**config.mk**
```make
export PLATFORM = sky130hd
export DESIGN_NAME = xgr_rs_flat
export DESIGN_NICKNAME = d
export VERILOG_FILES = /design/src/xgr_pkg.sv /design/src/xgr_if.sv /design/src/xgr_sync.sv /design/src/xgr_rs.sv /design/src/flat_wrapper.sv
export SDC_FILE = /design/constraint.sdc
export NUM_CORES = 1
export LEC_CHECK = 0
export ABC_AREA = 1
export ABC_CLOCK_PERIOD_IN_PS = 3950
export BUFFER_PORTS_ARGS = -buffer_cell sky130_fd_sc_hd__buf_2
export CORE_MARGIN = 2
export CORE_UTILIZATION = 62
export DETAILED_ROUTE_END_ITERATION = 16
export MAX_ROUTING_LAYER = met4
export PLACE_DENSITY = 0.83
export SLEW_MARGIN = 20
export SYNTH_ARGS = -nofsm -noshare
export SYNTH_HDL_FRONTEND = slang
export SYNTH_HIERARCHICAL = 1
export SYNTH_SLANG_ARGS = --single-unit
```
**constraint.sdc**
```tcl
create_clock -name sys_clk -period 3.95 [get_ports sys_clk]
set_input_delay 0.395 -clock sys_clk [delete_from_list [all_inputs] [get_ports sys_clk]]
set_output_delay 0.395 -clock sys_clk [all_outputs]
set_load 0.05 [all_outputs]
```
**src/xgr_pkg.sv**
```systemverilog
// Contract
// - Independent 32-bit transmit and receive paths
// - Full-duplex operation only
// - Characters driven and sampled on direction clock
// - A character on every clock, no gaps
// - Monitor receive path for link fault reports
// - Single fixed ten gigabit line rate; the model moves one 32-bit word per 64 ns link clock
// - Each direction: data, control and clock
// - Four byte lanes sharing one clock
// - Octets fill lanes round-robin from lane 0
// - Delimiters and idles flagged as control
// - Same behaviour toward extender as physical layer
// - Behaves as if parallel interface present
// - Octet requests fill lanes low to high
// - Start, six preambles, then frame delimiter
// - Complete maps to Terminate, then gap
// - Start plus eight octets nulled; no Terminate octet
package xgr_pkg;
    localparam int DATA_W = 32;
    localparam int CTRL_W = 4;
    localparam int LANES  = 4;
    localparam int LANE_W = 8;
    localparam int LINK_W = DATA_W + CTRL_W + 1;

    localparam logic [7:0] CH_IDLE  = 8'h07;
    localparam logic [7:0] CH_START = 8'hFB;
    localparam logic [7:0] CH_TERM  = 8'hFD;
    localparam logic [7:0] CH_ERR   = 8'hFE;
    localparam logic [7:0] CH_SEQ   = 8'h9C;
    localparam logic [7:0] CH_PRE   = 8'h55;
    localparam logic [7:0] CH_SFD   = 8'hD5;
    localparam logic [7:0] LF_CODE  = 8'h01;
    localparam logic [7:0] NULL_OCT = 8'h00;

    localparam logic [31:0] IDLE_WORD = {4{CH_IDLE}};
    localparam logic [3:0]  IDLE_CTRL = 4'hF;
    localparam logic [3:0]  SEQ_CTRL  = 4'h1;

    localparam int SYS_PERIOD_NS  = 4;
    localparam int LINK_PERIOD_NS = 64;
    localparam int LINK_DIV       = LINK_PERIOD_NS / SYS_PERIOD_NS;

    localparam int PRE_OCTETS    = 7;
    localparam int NULL_OCTETS   = 8;
    localparam int IPG_WORDS     = 3;
    localparam int LF_HOLD_WORDS = 128;

    typedef enum logic [2:0] {
        XGR_TX_IDLE = 3'h1,
        XGR_TX_DATA = 3'h2,
        XGR_TX_IPG  = 3'h4
    } xgr_tx_state_e;

    typedef enum logic [1:0] {
        XGR_RX_IDLE  = 2'h1,
        XGR_RX_FRAME = 2'h2
    } xgr_rx_state_e;
endpackage

```
**src/xgr_if.sv**
```systemverilog
interface xgr_if;
    logic                        tx_clk;
    logic [xgr_pkg::DATA_W-1:0]  txd;
    logic [xgr_pkg::CTRL_W-1:0]  txc;
    logic                        rx_clk;
    logic [xgr_pkg::DATA_W-1:0]  rxd;
    logic [xgr_pkg::CTRL_W-1:0]  rxc;

    modport rs (
        output tx_clk,
        output txd,
        output txc,
        input  rx_clk,
        input  rxd,
        input  rxc
    );

    modport phy (
        input  tx_clk,
        input  txd,
        input  txc,
        output rx_clk,
        output rxd,
        output rxc
    );
endinterface

```
**src/xgr_sync.sv**
```systemverilog
module xgr_sync #(
    parameter int W = 1
) (
    input  wire logic         sys_clk,
    input  wire logic         rst_n,
    input  wire logic [W-1:0] d,
    output logic      [W-1:0] q
);
    logic [W-1:0] meta;
    logic [W-1:0] next_meta;
    logic [W-1:0] next_q;

    always_comb begin
        next_meta = d;
        next_q    = meta;
    end

    always_ff @(posedge sys_clk or negedge rst_n) begin
        if (!rst_n) begin
            meta <= '0;
            q    <= '0;
        end else begin
            meta <= next_meta;
            q    <= next_q;
        end
    end
endmodule

```
**src/xgr_rs.sv**
```systemverilog
module xgr_rs #(
    parameter int DIV           = xgr_pkg::LINK_DIV,
    parameter int IPG_WORDS     = xgr_pkg::IPG_WORDS,
    parameter int LF_HOLD_WORDS = xgr_pkg::LF_HOLD_WORDS
) (
    input  wire logic       sys_clk,
    input  wire logic       rst_n,
    xgr_if.rs               link,
    input  wire logic       tx_valid,
    input  wire logic [7:0] tx_data,
    input  wire logic       tx_done,
    output logic            tx_ready,
    output logic            tx_busy,
    output logic            rx_valid,
    output logic [7:0]      rx_data,
    output logic            rx_dv,
    output logic            rx_err,
    output logic            link_fail
);
    localparam logic [7:0]  DIV_LAST = 8'(DIV - 1);
    localparam logic [7:0]  DIV_HALF = 8'(DIV / 2);
    localparam logic [3:0]  IPG_INIT = 4'(IPG_WORDS);
    localparam logic [15:0] LF_INIT  = 16'(LF_HOLD_WORDS);
    localparam logic [3:0]  PRE_N    = 4'(xgr_pkg::PRE_OCTETS);
    localparam logic [3:0]  NULL_N   = 4'(xgr_pkg::NULL_OCTETS);

    xgr_pkg::xgr_tx_state_e tx_state;
    xgr_pkg::xgr_tx_state_e next_tx_state;
    logic [7:0]             div;
    logic [7:0]             next_div;
    logic                   tclk;
    logic                   next_tclk;
    logic [31:0]            asm_d;
    logic [31:0]            next_asm_d;
    logic [3:0]             asm_c;
    logic [3:0]             next_asm_c;
    logic [2:0]             lane;
    logic [2:0]             next_lane;
    logic [3:0]             oct;
    logic [3:0]             next_oct;
    logic [3:0]             ipg;
    logic [3:0]             next_ipg;
    logic [31:0]            txd_q;
    logic [31:0]            next_txd;
    logic [3:0]             txc_q;
    logic [3:0]             next_txc;
    logic                   slot;
    logic                   take;
    logic                   fin;

    // Link clock is made here from sys_clk; data moves on its falling edge
    assign link.tx_clk = tclk;
    assign link.txd    = txd_q;
    assign link.txc    = txc_q;
    assign slot        = (div == DIV_HALF - 8'h01);
    assign tx_ready    = (lane != 3'h4) && (tx_state != xgr_pkg::XGR_TX_IPG);
    assign take        = tx_valid && tx_ready;
    assign fin         = tx_done && tx_ready && tx_state == xgr_pkg::XGR_TX_DATA;
    assign tx_busy     = (tx_state != xgr_pkg::XGR_TX_IDLE);

    always_comb begin
        next_div      = (div == DIV_LAST) ? 8'h00 : div + 8'h01;
        next_tclk     = (next_div < DIV_HALF);
        next_tx_state = tx_state;
        next_asm_d    = asm_d;
        next_asm_c    = asm_c;
        next_lane     = lane;
        next_oct      = oct;
        next_ipg      = ipg;
        next_txd      = txd_q;
        next_txc      = txc_q;
        if (slot) begin
            if (lane == 3'h4) begin
                next_txd  = asm_d;
                next_txc  = asm_c;
                next_lane = 3'h0;
            end else begin
                // Idle word keeps the line busy every cycle
                next_txd = xgr_pkg::IDLE_WORD;
                next_txc = xgr_pkg::IDLE_CTRL;
                if (tx_state == xgr_pkg::XGR_TX_IPG) begin
                    if (ipg <= 4'h1) begin
                        next_tx_state = xgr_pkg::XGR_TX_IDLE;
                    end else begin
                        next_ipg = ipg - 4'h1;
                    end
                end
            end
        end
        case (tx_state)
            xgr_pkg::XGR_TX_IDLE: begin
                if (take && !tx_done) begin
                    // First octet becomes Start on lane 0
                    next_asm_d[7:0] = xgr_pkg::CH_START;
                    next_asm_c[0]   = 1'b1;
                    next_lane       = 3'h1;
                    next_oct        = 4'h1;
                    next_tx_state   = xgr_pkg::XGR_TX_DATA;
                end
            end
            xgr_pkg::XGR_TX_DATA: begin
                if (fin) begin
                    // Terminate, idles in later lanes, then own gap
                    next_asm_d[lane[1:0]*8 +: 8] = xgr_pkg::CH_TERM;
                    next_asm_c[lane[1:0]]        = 1'b1;
                    for (int i = 0; i < xgr_pkg::LANES; i++) begin
                        if (i > int'(lane)) begin
                            next_asm_d[i*8 +: 8] = xgr_pkg::CH_IDLE;
                            next_asm_c[i]        = 1'b1;
                        end
                    end
                    next_lane     = 3'h4;
                    next_ipg      = IPG_INIT;
                    next_tx_state = xgr_pkg::XGR_TX_IPG;
                end else if (take) begin
                    // Next lane in order, data bytes low to high
                    if (oct < PRE_N) begin
                        next_asm_d[lane[1:0]*8 +: 8] = xgr_pkg::CH_PRE;
                    end else if (oct == PRE_N) begin
                        next_asm_d[lane[1:0]*8 +: 8] = xgr_pkg::CH_SFD;
                    end else begin
                        next_asm_d[lane[1:0]*8 +: 8] = tx_data;
                    end
                    next_asm_c[lane[1:0]] = 1'b0;
                    next_lane             = lane + 3'h1;
                    next_oct              = (oct > PRE_N) ? oct : oct + 4'h1;
                end
            end
            xgr_pkg::XGR_TX_IPG: begin
                next_oct = 4'h0;
            end
            default: begin
                next_tx_state = xgr_pkg::XGR_TX_IDLE;
                next_lane     = 3'h0;
            end
        endcase
    end

    always_ff @(posedge sys_clk or negedge rst_n) begin
        if (!rst_n) begin
            tx_state <= xgr_pkg::XGR_TX_IDLE;
            div      <= 8'h00;
            tclk     <= 1'b0;
            asm_d    <= 32'h0;
            asm_c    <= 4'h0;
            lane     <= 3'h0;
            oct      <= 4'h0;
            ipg      <= 4'h0;
            txd_q    <= xgr_pkg::IDLE_WORD;
            txc_q    <= xgr_pkg::IDLE_CTRL;
        end else begin
            tx_state <= next_tx_state;
            div      <= next_div;
            tclk     <= next_tclk;
            asm_d    <= next_asm_d;
            asm_c    <= next_asm_c;
            lane     <= next_lane;
            oct      <= next_oct;
            ipg      <= next_ipg;
            txd_q    <= next_txd;
            txc_q    <= next_txc;
        end
    end

    // Receive side: the far end owns the clock, no phase relation
    xgr_pkg::xgr_rx_state_e     rx_state;
    xgr_pkg::xgr_rx_state_e     next_rx_state;
    logic [xgr_pkg::LINK_W-1:0] rx_s;
    logic                       rclk_prev;
    logic [31:0]                w_d;
    logic [31:0]                next_w_d;
    logic [3:0]                 w_c;
    logic [3:0]                 next_w_c;
    logic [2:0]                 rl;
    logic [2:0]                 next_rl;
    logic                       prev_idle;
    logic                       next_prev_idle;
    logic [3:0]                 nul;
    logic [3:0]                 next_nul;
    logic [15:0]                lf_cnt;
    logic [15:0]                next_lf_cnt;
    logic                       next_link_fail;
    logic                       next_rx_valid;
    logic [7:0]                 next_rx_data;
    logic                       next_rx_dv;
    logic                       next_rx_err;
    logic [7:0]                 b;
    logic                       c;

    xgr_sync #(.W(xgr_pkg::LINK_W)) u_rx_sync (
        .sys_clk (sys_clk),
        .rst_n   (rst_n),
        .d       ({link.rx_clk, link.rxc, link.rxd}),
        .q       (rx_s)
    );

    assign b = w_d[rl[1:0]*8 +: 8];
    assign c = w_c[rl[1:0]];

    always_comb begin
        next_rx_state  = rx_state;
        next_w_d       = w_d;
        next_w_c       = w_c;
        next_rl        = rl;
        next_prev_idle = prev_idle;
        next_nul       = nul;
        next_lf_cnt    = lf_cnt;
        next_link_fail = link_fail;
        next_rx_valid  = 1'b0;
        next_rx_data   = rx_data;
        next_rx_dv     = (rx_state == xgr_pkg::XGR_RX_IDLE) ? 1'b0 : rx_dv;
        next_rx_err    = 1'b0;
        if (rx_s[xgr_pkg::LINK_W-1] && !rclk_prev) begin
            // Word sampled on receive clock rise
            next_w_d       = rx_s[xgr_pkg::DATA_W-1:0];
            next_w_c       = rx_s[xgr_pkg::LINK_W-2:xgr_pkg::DATA_W];
            next_rl        = 3'h0;
            next_prev_idle = (w_c == xgr_pkg::IDLE_CTRL
                              && w_d == xgr_pkg::IDLE_WORD)
                             || (w_c == xgr_pkg::SEQ_CTRL
                                 && w_d[7:0] == xgr_pkg::CH_SEQ);
            // Local fault ordered set holds the fail flag
            if (next_w_c == xgr_pkg::SEQ_CTRL
                && next_w_d[7:0] == xgr_pkg::CH_SEQ
                && next_w_d[31:24] == xgr_pkg::LF_CODE) begin
                next_link_fail = 1'b1;
                next_lf_cnt    = LF_INIT;
            end else if (lf_cnt != 16'h0) begin
                next_lf_cnt = lf_cnt - 16'h1;
            end else begin
                next_link_fail = 1'b0;
            end
        end else if (rl != 3'h4) begin
            // One lane per cycle, lane 0 first
            next_rl = rl + 3'h1;
            case (rx_state)
                xgr_pkg::XGR_RX_IDLE: begin
                    if (rl == 3'h0 && c && b == xgr_pkg::CH_START
                        && prev_idle) begin
                        next_rx_state = xgr_pkg::XGR_RX_FRAME;
                        next_rx_valid = 1'b1;
                        next_rx_data  = xgr_pkg::NULL_OCT;
                        next_rx_dv    = 1'b1;
                        next_nul      = NULL_N;
                    end
                end
                xgr_pkg::XGR_RX_FRAME: begin
                    if (c && b == xgr_pkg::CH_TERM) begin
                        // No octet for Terminate
                        next_rx_state = xgr_pkg::XGR_RX_IDLE;
                        next_rx_dv    = 1'b0;
                        next_rl       = 3'h4;
                    end else if (c && b != xgr_pkg::CH_ERR) begin
                        // Flag the frame bad before valid drops
                        next_rx_state = xgr_pkg::XGR_RX_IDLE;
                        next_rx_valid = 1'b1;
                        next_rx_data  = b;
                        next_rx_err   = 1'b1;
                        next_rl       = 3'h4;
                    end else begin
                        next_rx_valid = 1'b1;
                        next_rx_err   = c;
                        next_rx_data  = (nul != 4'h0) ? xgr_pkg::NULL_OCT : b;
                        next_nul      = (nul != 4'h0) ? nul - 4'h1 : nul;
                    end
                end
                default: begin
                    next_rx_state = xgr_pkg::XGR_RX_IDLE;
                end
            endcase
        end
    end

    // The same logic serves an extender or a direct physical layer,
    // and stands in for the pins when used on-chip
    always_ff @(posedge sys_clk or negedge rst_n) begin
        if (!rst_n) begin
            rx_state  <= xgr_pkg::XGR_RX_IDLE;
            rclk_prev <= 1'b0;
            w_d       <= xgr_pkg::IDLE_WORD;
            w_c       <= xgr_pkg::IDLE_CTRL;
            rl        <= 3'h4;
            prev_idle <= 1'b0;
            nul       <= 4'h0;
            lf_cnt    <= 16'h0;
            link_fail <= 1'b0;
            rx_valid  <= 1'b0;
            rx_data   <= 8'h00;
            rx_dv     <= 1'b0;
            rx_err    <= 1'b0;
        end else begin
            rx_state  <= next_rx_state;
            rclk_prev <= rx_s[xgr_pkg::LINK_W-1];
            w_d       <= next_w_d;
            w_c       <= next_w_c;
            rl        <= next_rl;
            prev_idle <= next_prev_idle;
            nul       <= next_nul;
            lf_cnt    <= next_lf_cnt;
            link_fail <= next_link_fail;
            rx_valid  <= next_rx_valid;
            rx_data   <= next_rx_data;
            rx_dv     <= next_rx_dv;
            rx_err    <= next_rx_err;
        end
    end
endmodule

```
**src/flat_wrapper.sv**
```systemverilog
// flat-port wrapper written by rule: the top's interface ports become plain ports
module xgr_rs_flat 
#(
    parameter int DIV           = xgr_pkg::LINK_DIV,
    parameter int IPG_WORDS     = xgr_pkg::IPG_WORDS,
    parameter int LF_HOLD_WORDS = xgr_pkg::LF_HOLD_WORDS
)
  (sys_clk, rst_n, tx_valid, tx_data, tx_done, tx_ready, tx_busy, rx_valid, rx_data, rx_dv, rx_err, link_fail, link_tx_clk, link_txd, link_txc, link_rx_clk, link_rxd, link_rxc);
  xgr_if link_i ();
  input  wire logic sys_clk;
  input  wire logic rst_n;
  input  wire logic tx_valid;
  input  wire logic [7:0] tx_data;
  input  wire logic tx_done;
  output logic tx_ready;
  output logic tx_busy;
  output logic rx_valid;
  output logic [7:0] rx_data;
  output logic rx_dv;
  output logic rx_err;
  output logic link_fail;
  output wire logic [$bits(link_i.tx_clk)-1:0] link_tx_clk;
  output wire logic [$bits(link_i.txd)-1:0] link_txd;
  output wire logic [$bits(link_i.txc)-1:0] link_txc;
  input wire logic [$bits(link_i.rx_clk)-1:0] link_rx_clk;
  input wire logic [$bits(link_i.rxd)-1:0] link_rxd;
  input wire logic [$bits(link_i.rxc)-1:0] link_rxc;
  assign link_tx_clk = link_i.tx_clk;
  assign link_txd = link_i.txd;
  assign link_txc = link_i.txc;
  assign link_i.rx_clk = link_rx_clk;
  assign link_i.rxd = link_rxd;
  assign link_i.rxc = link_rxc;
  xgr_rs #(.DIV(DIV), .IPG_WORDS(IPG_WORDS), .LF_HOLD_WORDS(LF_HOLD_WORDS)) u_core (.sys_clk(sys_clk), .rst_n(rst_n), .link(link_i), .tx_valid(tx_valid), .tx_data(tx_data), .tx_done(tx_done), .tx_ready(tx_ready), .tx_busy(tx_busy), .rx_valid(rx_valid), .rx_data(rx_data), .rx_dv(rx_dv), .rx_err(rx_err), .link_fail(link_fail));
endmodule
```
==> summary.md <==
| Metric | Value |
|---|---|
| WP data required | 4.35 ns |
| CP max-delay cell | dfrtp_1 |
| Fillers | 1223 |
| Clock Latency Late Sink | 0.52 ns |
| 1st-pass router iterations | 5 |
| Area of the multi-input gates | just under 4000 um^2 |
| Post-synth top area share | just under 50% |
| Crit Path Max Fanout | 24 |
| Flop and latch count out of synthesis | 244 |
| Unrepaired setup endpoints after global routing | no |
| Post-Synthesis Cell Area | between 10000 and 15000 um^2 |
| RD Place Congestion | 0.963 |
| Post-detail-place hpwl | about 18000 um |
| Iter 0 DRT Violations | around 800 |
| Final Cycle Share | 76.2% |
| Critical Path AT | 3.41 ns |
| Post-synthesis sequential area ratio | 56.8% |
| Clock Path Buffers | 3 |
| Async set-reset flop share out of synthesis | 100% |
| Ys flop type | dfrtp_1 |
| Number of global-route vias before repair | about 8.7k |
| Max-Cap Viols | 0 |
| Setup slack after layout | 0.938 ns |
| Total Wirelength | 27000 um |
| Crit path largest cell delay | between 0.6 and 0.7 ns |
| Nets | ~1.4k |
| Leading area contributor after synthesis | dfrtp_1 |
| HP Class | in2reg |
| Critical path type | reg2reg |
| Total GRT Usage | 31.1% |
| Syn Area/Cell | 8.94 um^2 |
| Crit path buf inv count | 3 |
| Netlist cell types | 54 |
| Gr ovfl total | 0 |
| Clock root buffer master | clkbuf_16 |
| Worst vdd rail ir drop | 447 uV |
| Die ar. | about 19000 um^2 |
| Post-CTS setup buffer count | 0 |
| F_max | approximately 0.33 GHz |
| CTS tree | yes |
| Antenna violations before repair | 1 |
| Cells after synthesis | approximately 1.2k |
| Minimum clock period | 3.01 ns |
| H-tree depth | 1 |
| Setup violation total in the final timing report | 0 |
| Slew headroom | 50.7% |
| Slew Viols, Final | 0 |
| Critical Path, Cell by Cell | inv_1, ha_1, nand2_1, inv_1, nor2_4, nand3_4, inv_2, nor2_1, nand3_2, mux2_1 |
| First-pass GRT wire length | 43900 um |
| Floorplan row count | 48 |
| TNS Setup | 0 ns |
| Most frequent CP cell | inv_1 |
| Die height | 136 um |
| Synth area leaders | dfrtp_1, nand2_1, dfstp_2 |
| CP top delay family | simple AND/OR/NAND/NOR gates |
| Final core utilization | about three quarters |
| Drt drc | 0 |
| FF/Latch Area | 6150 um^2 |
| WL per Instance | roughly 17 um |
| Fin. Hold Viols | 0 |
| Ports | 100 |
| Post-Synthesis Net Count | ~1.3k |
| Post-route ant nets | 0 |
| PwrDens | 653 nW/um^2 |
| Via count | 8970 |
| Initial Util | 63.0% |
| Post-place setup slack | 1.03 ns |
| Least-Margin Pin Slew | roughly 0.74 ns |
| Clock buffer count from CTS | 26 |
| Status | complete, no violations |
| Layout cells sized above 1 | roughly 17% |
| Synth warn | 6 |
| Number of synthesized flops with an enable pin | 0 |
| P&R area growth vs syn | 17.5% |
| Core ar. | 17200 um^2 |
| P_leak | 6.25 nW |
| Critical Path End Type | flip-flop |
| Pin count of the biggest net entering global routing | 97 |
| Clock sinks | roughly 240 |
| PortBufs | 99 |
| Worst-path clk slew | 0.06 ns |
| Die width | 136 um |
| Worst setup SP type | flip-flop |
| Skew final | 0.0101 ns |
| Routed vias/inst | 5.63 |
==> worst reg2reg max path, stage by stage, from the launching register on <==
cell	delay, ns
dfrtp_1	0.61
inv_1	0.19
ha_1	0.37
nand2_1	0.13
inv_1	0.08
nor2_4	0.15
nand3_4	0.27
inv_2	0.46
nor2_1	0.15
nand3_2	0.15
mux2_1	0.33
==> state kept, by name, indices dropped and copies added (netlist names), 4 cells and up <==
| register | cells |
|---|---|
| u_core/u_rx_sync/meta | 37 |
| u_core/u_rx_sync/q | 37 |
| u_core/asm_d | 32 |
| u_core/link.txd | 32 |
| u_core/w_d | 32 |
| u_core/lf_cnt | 16 |
| u_core/div | 8 |
| u_core/rx_data | 8 |
| u_core/asm_c | 4 |
| u_core/ipg | 4 |
| u_core/link.txc | 4 |
| u_core/nul | 4 |
| u_core/oct | 4 |
| u_core/w_c | 4 |
==> routing by layer <==
| metal | share of wire, % | GRT usage [%] |
|---|---|---|
| met1 | 44 | 44.2 |
| met2 | 45 | 46.0 |
| met3 | 8.0 | 5.89 |
| met4 | 2.6 | 9.03 |
| met5 | 0 | - |
==> cell usage after synthesis, types with 3 or more instances <==
master and instances:
o31ai_1 3, nor3_1 17, nand3_1 75, nand4_1 16, ha_1 15, nor2_1 104
a21oi_1 29, nand3_2 3, a31oi_1 11, dfstp_2 35, xnor2_1 10, inv_1 127
o22ai_1 7, nor3_2 3, a22oi_1 4, nor4_1 9, dfrtp_1 209, inv_2 7
o21ai_1 6, nand2_2 10, o211ai_1 5, nand2_1 310, buf_6 4, xor2_1 10
nor2_2 4, o21ai_0 107, o22a_1 6, clkbuf_1 20, buf_2 7, a22o_1 6
nor2_4 4
==> final cells by class <==
type / instances / share of cell area, %
clock buffer: 38 / 6.11
timing repair buffer: 144 / 7.48
antenna: 1 / 0.0197
multi-input combinational: 795 / 31.1
sequential: 244 / 48.4
tap: 225 / 2.21
clock inverter: 10 / 0.679
inverter: 136 / 4.01
==> power breakdown <==
part / internal [mW] / switching [mW]
Sequential: 2.98 / 0.390
Combinational: 0.766 / 1.76
Clock: 1.43 / 0.976
Total: 5.18 / 3.13
==> what timing repair did <==
item,CTS,global route
resized for setup,0,0
endpoints found under the hold margin,115,0
hold buffers,38,0
==> cell usage in the layout, fill, tap and decap left out, types with 3 or more instances in the layout <==
cell type,n
dfrtp_1,209
nor2_1,103
dlygate4sd3_1,38
a22oi_1,4
nand3_1,75
nor4_1,9
nor2_2,4
clkbuf_16,27
nand3_2,3
buf_2,98
nor2_4,5
o22a_1,6
ha_1,15
o22ai_1,7
o21ai_0,107
xnor2_1,10
nand2_2,10
a22o_1,6
xor2_1,10
a31oi_1,11
dfstp_2,35
clkbuf_8,6
nand2_1,310
nand4_1,16
a21oi_1,29
o211ai_1,5
clkbuf_1,5
o31ai_1,3
inv_1,127
clkinvlp_4,3
inv_2,7
clkinv_2,5
o21ai_1,6
nor3_1,17
buf_4,6
nor3_2,3
==> path summary, 6_finish.rpt <==
path,slack (ns),depth (start not counted),from,endpoint
worst max-delay path,0.94,10,u_core/lane[0],u_core/oct[0]
worst min-delay path,0.21,3,tx_data[1],u_core/asm_d[1]
worst max register to register,0.94,10,u_core/lane[0],u_core/oct[0]
worst min register to register,0.35,0,u_core/u_rx_sync/meta[0],u_core/u_rx_sync/q[0]
max in group asynchronous,2.47,3,rst_n,u_core/rl[2]
min in group asynchronous,0.49,2,rst_n,u_core/link.txd[30]
==> kinds of logic (layout without fill, tap and decap cells) <==
family | after synthesis | count (layout) | share of synthesized area, %
AO/OA/AOI/OAI | 196 | 196 | 10.5
XOR/XNOR | 20 | 20 | 1.62
adder cells (fa/ha/maj) | 15 | 15 | 1.73
buffers and inverters | 172 | 328 | 6.65
flip-flops | 244 | 244 | 56.8
multiplexers | 1 | 1 | 0.104
other | 0 | 1 | 0
AND/OR/NAND/NOR | 563 | 563 | 22.6
==> stage by stage <==
stage          hold WS [ns]  power (mW)  instance area, um^2  instances
5_1_grt               0.229        8.79                12700       1593
6_report              0.214        8.31                12700       1593
4_1_cts               0.198        8.29                12700       1592
2_1_floorplan        0.0994        5.24                10800       1211
3_3_place_gp          0.332        5.73                11500       1506
3_5_place_dp          0.335        5.82                11500       1506
Note: power is estimated with default switching activity, not from simulation.
